--- config.mk ---
export PLATFORM = sky130hd
export DESIGN_NAME = ebcs_bus_unit
export DESIGN_NICKNAME = d
export VERILOG_FILES = /design/src/hw/ebcs_bus_unit.v
export VERILOG_INCLUDE_DIRS = /design/src /design/src/hw
export SDC_FILE = /design/constraint.sdc
export NUM_CORES = 1
export LEC_CHECK = 0
export BUFFER_PORTS_ARGS = -buffer_cell sky130_fd_sc_hd__buf_2
export CAP_MARGIN = 15
export CORE_AREA = 4 4 101 103
export DETAILED_ROUTE_END_ITERATION = 10
export DIE_AREA = 0 0 105 107
export GPL_ROUTABILITY_DRIVEN = 0
export MAX_ROUTING_LAYER = met4
export PLACE_DENSITY = 0.78
export SLEW_MARGIN = 20
export SYNTH_ARGS = -nofsm -noshare
export SYNTH_HDL_FRONTEND = slang
export SYNTH_SLANG_ARGS = --single-unit
--- constraint.sdc ---
create_clock -name core_clk -period 4.7 [get_ports core_clk]
set_input_delay 0.94 -clock core_clk [delete_from_list [all_inputs] [get_ports core_clk]]
set_output_delay 0.94 -clock core_clk [all_outputs]
set_load 0.02 [all_outputs]
--- src/hw/ebcs_bus_map.vh ---
// How it works
// - address outputs held from strobe until cycle ends
// - address strobe only with valid cycle definition
// - byte enables encode word, upper, lower, refresh
// - data bus input on reads, output writes
// - read data captured end of second state
// - write data driven first-state phase two onward
// - local access asserted for internal termination
// - lock output keeps cycle sequence indivisible
// - status pins encode the cycle type
// - halt/shutdown use byte address two/zero
// - read strobe only in read cycles
// - write strobe only while driving write data
// - ready pin driven locally, else sampled
`ifndef EBCS_BUS_MAP_VH
`define EBCS_BUS_MAP_VH

// bus states
`define EBCS_ST_IDLE 2'h0
`define EBCS_ST_T1 2'h1
`define EBCS_ST_T2 2'h2

// request cycle types
`define EBCS_CY_INTACK 4'h0
`define EBCS_CY_IO_RD 4'h1
`define EBCS_CY_IO_WR 4'h2
`define EBCS_CY_CODE_RD 4'h3
`define EBCS_CY_HALT 4'h4
`define EBCS_CY_SHUTDOWN 4'h5
`define EBCS_CY_REFRESH 4'h6
`define EBCS_CY_MEM_RD 4'h7
`define EBCS_CY_MEM_WR 4'h8

// status pin codes {mem_io, data_ctrl, write_read}
`define EBCS_ST_CODE_INTACK 3'h0
`define EBCS_ST_CODE_IO_RD 3'h2
`define EBCS_ST_CODE_IO_WR 3'h3
`define EBCS_ST_CODE_CODE_RD 3'h4
`define EBCS_ST_CODE_HALT 3'h5
`define EBCS_ST_CODE_MEM_RD 3'h6
`define EBCS_ST_CODE_MEM_WR 3'h7

// word address for halt (byte address two) and shutdown (zero)
`define EBCS_HALT_WORD_ADDR 25'h0000001
`define EBCS_SHUTDOWN_WORD_ADDR 25'h0000000

`endif

--- src/hw/ebcs_bus_unit.v ---
`timescale 1ns/1ps
`default_nettype none
`include "ebcs_bus_map.vh"

module ebcs_bus_unit #(
    parameter WAIT_W = 4
) (
    // clock and reset
    input wire core_clk,
    input wire reset_n,
    // user request side
    input wire req_valid,
    input wire [3:0] req_type,
    input wire [25:0] req_addr,
    input wire req_word,
    input wire [15:0] req_wdata,
    input wire req_lock,
    input wire req_local,
    input wire [WAIT_W-1:0] req_local_waits,
    output reg req_taken,
    output reg cycle_done,
    output reg [15:0] rd_data,
    output reg narrow_seen,
    // address and status pins
    output reg addr_strobe_n,
    output reg [24:0] word_addr_out,
    output reg upper_byte_en_n,
    output reg lower_byte_en_n,
    output reg mem_io,
    output reg data_ctrl,
    output reg write_read,
    output reg refresh_n,
    output reg lock_n,
    output reg local_access_n,
    output reg rd_n,
    output reg wr_n,
    // data bus pins
    input wire [15:0] data_bus_in,
    output reg [15:0] data_bus_out,
    output reg data_bus_oe_n,
    // ready pin and bus size input
    input wire ready_in,
    output reg ready_out,
    output reg ready_oe_n,
    input wire narrow_port_n
);

////////////////////////////////////////////////////////////////////////////////
reg [1:0] state_reg;
reg phase_reg;
reg [3:0] type_reg;
reg word_reg;
reg second_reg;
reg local_reg;
reg [WAIT_W-1:0] wait_reg;
reg [15:0] wdata_reg;

wire is_write = (type_reg == `EBCS_CY_IO_WR) || (type_reg == `EBCS_CY_MEM_WR);
wire is_read = (type_reg == `EBCS_CY_IO_RD) || (type_reg == `EBCS_CY_MEM_RD) ||
               (type_reg == `EBCS_CY_CODE_RD) || (type_reg == `EBCS_CY_INTACK);
wire is_data = is_write || (is_read && type_reg != `EBCS_CY_INTACK);
wire t2_end = (state_reg == `EBCS_ST_T2) && phase_reg;
// local cycles end on the wait count, external ones on the sampled ready pin
wire term = t2_end && (local_reg ? (wait_reg == {WAIT_W{1'b0}}) : ~ready_in);
// a word to an eight-bit port needs a second cycle for the upper byte
wire split = term && word_reg && ~second_reg && is_data && ~narrow_port_n;
wire bound = phase_reg && ((state_reg == `EBCS_ST_IDLE) || (term && ~split));
wire accept = bound && req_valid;

reg [2:0] code_c;
always @* begin
    case (req_type)
        `EBCS_CY_INTACK: code_c = `EBCS_ST_CODE_INTACK;
        `EBCS_CY_IO_RD: code_c = `EBCS_ST_CODE_IO_RD;
        `EBCS_CY_IO_WR: code_c = `EBCS_ST_CODE_IO_WR;
        `EBCS_CY_CODE_RD: code_c = `EBCS_ST_CODE_CODE_RD;
        `EBCS_CY_HALT: code_c = `EBCS_ST_CODE_HALT;
        `EBCS_CY_SHUTDOWN: code_c = `EBCS_ST_CODE_HALT;
        `EBCS_CY_REFRESH: code_c = `EBCS_ST_CODE_MEM_RD;
        `EBCS_CY_MEM_RD: code_c = `EBCS_ST_CODE_MEM_RD;
        `EBCS_CY_MEM_WR: code_c = `EBCS_ST_CODE_MEM_WR;
        default: code_c = `EBCS_ST_CODE_MEM_RD;
    endcase
end

////////////////////////////////////////////////////////////////////////////////
always @(posedge core_clk) begin
    if (!reset_n) begin
        state_reg <= `EBCS_ST_IDLE;
        phase_reg <= 1'b0;
        type_reg <= `EBCS_CY_MEM_RD;
        word_reg <= 1'b0;
        second_reg <= 1'b0;
        local_reg <= 1'b0;
        wait_reg <= {WAIT_W{1'b0}};
        wdata_reg <= 16'h0000;
        req_taken <= 1'b0;
        cycle_done <= 1'b0;
        rd_data <= 16'h0000;
        narrow_seen <= 1'b0;
        addr_strobe_n <= 1'b1;
        word_addr_out <= 25'h0000000;
        upper_byte_en_n <= 1'b1;
        lower_byte_en_n <= 1'b1;
        mem_io <= 1'b0;
        data_ctrl <= 1'b0;
        write_read <= 1'b0;
        refresh_n <= 1'b1;
        lock_n <= 1'b1;
        local_access_n <= 1'b1;
        rd_n <= 1'b1;
        wr_n <= 1'b1;
        data_bus_out <= 16'h0000;
        data_bus_oe_n <= 1'b1;
        ready_out <= 1'b1;
        ready_oe_n <= 1'b1;
    end else begin
        phase_reg <= ~phase_reg;
        req_taken <= accept;
        cycle_done <= 1'b0;

        // T1 phase one ends: strobe stays low, write data and write strobe start in phase two
        if (state_reg == `EBCS_ST_T1 && !phase_reg) begin
            data_bus_oe_n <= ~is_write;
            data_bus_out <= wdata_reg;
            wr_n <= ~is_write;
        end
        // idle phase one ends: write data released one phase after the cycle
        if (state_reg == `EBCS_ST_IDLE && !phase_reg)
            data_bus_oe_n <= 1'b1;

        // T1 ends: enter T2, strobe off, read strobe on
        if (state_reg == `EBCS_ST_T1 && phase_reg) begin
            state_reg <= `EBCS_ST_T2;
            addr_strobe_n <= 1'b1;
            rd_n <= ~is_read;
            ready_out <= ~(local_reg && wait_reg == {WAIT_W{1'b0}});
        end

        // T2 ends: sample data and ready, or insert a wait state
        if (t2_end) begin
            if (!term) begin
                if (local_reg) begin
                    wait_reg <= wait_reg - {{(WAIT_W-1){1'b0}}, 1'b1};
                    ready_out <= ~(wait_reg == {{(WAIT_W-1){1'b0}}, 1'b1});
                end
            end else begin
                rd_n <= 1'b1;
                wr_n <= 1'b1;
                ready_out <= 1'b1;
                ready_oe_n <= 1'b1;
                local_access_n <= 1'b1;
                if (is_read) begin
                    // narrow ports return each byte on the low lane
                    if (second_reg)
                        rd_data[15:8] <= data_bus_in[7:0];
                    else if (split)
                        rd_data[7:0] <= data_bus_in[7:0];
                    else
                        rd_data <= data_bus_in;
                end
                if (split) begin
                    state_reg <= `EBCS_ST_T1;
                    second_reg <= 1'b1;
                    addr_strobe_n <= 1'b0;
                    upper_byte_en_n <= 1'b0;
                    lower_byte_en_n <= 1'b1;
                    wdata_reg <= {wdata_reg[15:8], wdata_reg[15:8]};
                    local_access_n <= ~local_reg;
                    ready_oe_n <= ~local_reg;
                end else begin
                    cycle_done <= 1'b1;
                    narrow_seen <= second_reg;
                    state_reg <= `EBCS_ST_IDLE;
                    // lock only survives into a back-to-back locked cycle
                    if (!accept)
                        lock_n <= 1'b1;
                end
            end
        end

        // start a new cycle on a bus-state boundary
        if (accept) begin
            state_reg <= `EBCS_ST_T1;
            type_reg <= req_type;
            word_reg <= req_word;
            second_reg <= 1'b0;
            local_reg <= req_local;
            wait_reg <= req_local_waits;
            wdata_reg <= req_wdata;
            addr_strobe_n <= 1'b0;
            {mem_io, data_ctrl, write_read} <= code_c;
            refresh_n <= ~(req_type == `EBCS_CY_REFRESH);
            lock_n <= ~req_lock;
            local_access_n <= ~req_local;
            ready_oe_n <= ~req_local;
            // address stays until the next cycle starts
            if (req_type == `EBCS_CY_HALT) begin
                word_addr_out <= `EBCS_HALT_WORD_ADDR;
                upper_byte_en_n <= 1'b1;
                lower_byte_en_n <= 1'b0;
            end else if (req_type == `EBCS_CY_SHUTDOWN) begin
                word_addr_out <= `EBCS_SHUTDOWN_WORD_ADDR;
                upper_byte_en_n <= 1'b1;
                lower_byte_en_n <= 1'b0;
            end else begin
                word_addr_out <= req_addr[25:1];
                if (req_type == `EBCS_CY_REFRESH) begin
                    upper_byte_en_n <= 1'b1;
                    lower_byte_en_n <= 1'b1;
                end else if (req_word) begin
                    upper_byte_en_n <= 1'b0;
                    lower_byte_en_n <= 1'b0;
                end else begin
                    upper_byte_en_n <= ~req_addr[0];
                    lower_byte_en_n <= req_addr[0];
                end
            end
        end
    end
end

endmodule // ebcs_bus_unit
`default_nettype wire

==> implementation parameters <==
Parameter                              Value

Timing
  Tightest Pin Transition ... 1027 ps
  Worst Skew ... 14.12 ps
  Final Slew Violations ... 0
  Fin crit period ... roughly 3000 ps
  Share of the cycle needed by the critical path after routing ... 64.38%
  Slew Limit Headroom ... 31.50%
  Max Clk Rate ... 0.3305 GHz
  RSZ-0062 raised after global routing ... false
  Number of failing hold endpoints at the final stage ... 0
  Setup-failing EPs final ... 0
  Setup TNS Final ... 0 ps

Layout
  Flip-flop count of the largest register after layout ... 25
  Area growth, synth to finish ... 18.75%
  Finished Core Util ... 59.46%
  Fin cells ... 755
  Antenna diodes ... 0
  Largest reg by FF count ... word_addr_out
  Layout cells sized above 1 ... 27.33%
  Fill count ... roughly 850
  Highest-count cells in the layout ignoring fill and taps ... sky130_fd_sc_hd__buf_2, sky130_fd_sc_hd__nand2_1, sky130_fd_sc_hd__dfxtp_1
  Most common cell after layout, fill and taps aside ... sky130_fd_sc_hd__buf_2
  Final design area excluding fillers ... 0.005468 mm^2
  Total Nets Final ... 720

Drt
  Final routed wirelength across all metal layers ... 11,670 um
  Drt via density ... 5.376
  Total vias in the final route ... 4,059
  1st-pass router iterations ... 6
  Antenna Nets Post-Route ... 0
  DR iter-0 viols ... ~260
  Mean routed wirelength per cell ... approximately 15 um
  Post-route DRC ... 0

Clock network
  Count of clock tree sinks ... 103
  Post-CTS clock slew at the launch and capture registers of the worst setup and hold paths ... 100 ps
  Maximum level of the CTS H-tree ... 3
  Number of buffers added to fix hold violations after cts ... 0
  Clock latency on the worst-skew pair ... about 370 ps
  Maximum root-to-sink buffer count ... 2
  Post-CTS setup buffers ... 0
  Root buf cell ... sky130_fd_sc_hd__clkbuf_8
  CTS Buf Count ... 9
  TritonCTS clock tree ... built
  CTS-repair resized insts ... 0

Synth
  Top_reg_cell synth ... sky130_fd_sc_hd__dfxtp_1
  Cell Area, Synth ... 0.004604 mm^2
  Cell count after synthesis ... 517
  Synthesized Nets ... ~600
  Fraction of registers with async set or reset after synthesis ... 0%
  Yosys Warn Count ... 0
  Number of synthesized register bits ... ~100
  Count of different cell masters after synthesis ... 48
  Post-synth EDFFs ... 0
  Mean post-synth cell area ... 8.906 um^2
  Proportion of synthesized chip area in sequential cells ... 44.78%

Critical path
  Number of buffers and inverters on the critical path ... 1
  Arrival time at the worst endpoint ... 3310 ps
  Peak fanout along the critical path ... 27
  Delay of the slowest cell on the worst path ... 820 ps
  Type of origin of the critical path ... flop
  Kind of end point of the critical path ... flop
  Cell family with most CP delay ... compound AO/OA/AOI/OAI gates
  Slowest cell on the critical path ... sky130_fd_sc_hd__a21oi_4
  Critical Path, Cell by Cell ... inv_1, ha_1, and4bb_1, o21ai_2, nor2_2, a21oi_4, mux2i_1
  Required @ worst endpoint ... 4980 ps
  Critical setup path kind ... reg -> reg

Floorplan
  Die span in x ... 105 um
  Boundary Pins ... 148
  Effective utilization at floorplan ... between 50% and 60%
  Total die area ... 0.01124 mm^2
  Core region area ... between 0.009 and 0.01 mm^2
  FP Rows ... 35
  Die Ht ... 107 um

Power and ir drop
  Net switching power of the design ... 0.4728 mW
  Leakage dissipation ... 2.509 nW
  IR drop worst, VDD ... 135.5 uV
  Internal ... 1.194 mW
  Switching fraction of total power ... 28.37%
  Part of the total power dissipated in combinational logic ... 13.2%
  Power density over the cells ... 304.8 mW/mm^2
  Overall Power ... around 1.7 mW
  Reg power frac ... 55.7%
  Part of the power in the clock network ... 31.0%

Global route
  Initial antenna violation count ... 0
  Largest net degree at the start of global routing ... 54
  Met3 demand-to-capacity share in global routing ... 3.853%
  Peak-usage layer in the global routing report ... met2
  Overflow after GRT ... 0
  First-pass GRT wire length ... between 15,000 and 20,000 um
  Number of global-route vias before repair ... 3,875
  Met1 routing resource usage after global routing ... 24.47%
  Global-route usage over all layers ... about 20%
  Met2 track demand over resource in global routing ... between 30% and 40%

Worst hold path
  Class of the most critical hold timing path ... reg -> reg

Run
  Maximum capacitance violations ... 0

Placed design
  DPL Wire Length ... 8591 um
  Port bufs ... 147
  Post-Place Cells ... ~740
  Placed inst area ... 0.005288 mm^2

Status
  Run status ... complete, no violations
[cells in the mapped netlist, types with 6 or more instances]
cell                       number  area share (%)
sky130_fd_sc_hd__nand2_1      124              10
sky130_fd_sc_hd__dfxtp_1      103              45
sky130_fd_sc_hd__mux2i_1       71              15
sky130_fd_sc_hd__a21oi_1       42             4.6
sky130_fd_sc_hd__nor2_1        25             2.0
sky130_fd_sc_hd__clkbuf_1      22             1.8
sky130_fd_sc_hd__a211oi_1      10             1.6
sky130_fd_sc_hd__or3_1         10             1.4
sky130_fd_sc_hd__nand3_1        9            0.98
sky130_fd_sc_hd__o21ai_0        9            0.98
sky130_fd_sc_hd__o221ai_1       8             1.5
sky130_fd_sc_hd__ha_1           7             1.9
sky130_fd_sc_hd__buf_2          6            0.65
sky130_fd_sc_hd__buf_6          6             1.5
sky130_fd_sc_hd__inv_1          6            0.49
[stage by stage]
| step | setup WS, ps | hold slack, ps |
|---|---|---|
| 6_report | 1674 | 456.5 |
| 5_1_grt | 1424 | 479.4 |
| 4_1_cts | 1675 | 459.4 |
| 3_5_place_dp | 1544 | 445.0 |
| 3_3_place_gp | 1632 | 440.5 |
| 2_1_floorplan | 2365 | 431.6 |
[layout make-up]
class	instances	area (um^2)	area share, %
Timing Repair Buffer	150	758.2	13.87
Tap cell	111	138.9	2.540
Clock buffer	10	127.6	2.334
Sequential cell	103	2062	37.71
Inverter	7	26.28	0.4805
Multi-Input combinational cell	368	2302	42.11
Clock inverter	6	52.55	0.9611
[power by group through the flow]
stage	Sequential, mW	Combinational [mW]	Clock (mW)
global placement	0.948	0.214	0
global route	0.934	0.241	0.560
finish	0.929	0.220	0.517
CTS	0.929	0.221	0.527
detailed placement	0.949	0.220	0
floorplan	0.963	0.129	0
[worst min-delay path: cells and delay by family, from the launching register on]
kind             cells  cell delay, ps
AND/OR/NAND/NOR      1              50
flip-flops           1             320
AO/OA/AOI/OAI        1              50
[path summary, 6_finish.rpt]
kind                                 startpoint              end  slack (ps)  depth (start not counted)
worst max-delay path                wait_reg[0]    wdata_reg[12]        1670                          7
worst min-delay path            data_bus_out[7]  data_bus_out[7]         460                          2
worst max register to register      wait_reg[0]    wdata_reg[12]        1670                          7
worst min register to register  data_bus_out[7]  data_bus_out[7]         460                          2
[logic make-up (layout without fill, tap and decap cells)]
kind of cell / Yosys count / count (layout) / synth area share [%]
simple gates: 194 / 194 / 18.70
flops: 103 / 103 / 44.78
compound gates: 92 / 92 / 12.96
mux: 71 / 71 / 15.43
buf+inv: 46 / 173 / 5.462
fa+ha+maj: 7 / 7 / 1.902
xor+xnor: 4 / 4 / 0.7608
[per-layer routing]
layer  vias up  share of wire (%)  wire, um
met5         -                  0         0
met3        17                6.3       739
met2       131                 49      5685
met1      1890                 43      5042
met4         0                1.7       204
li1       2021                  -         -
Power figures use the tool's default switching activity.
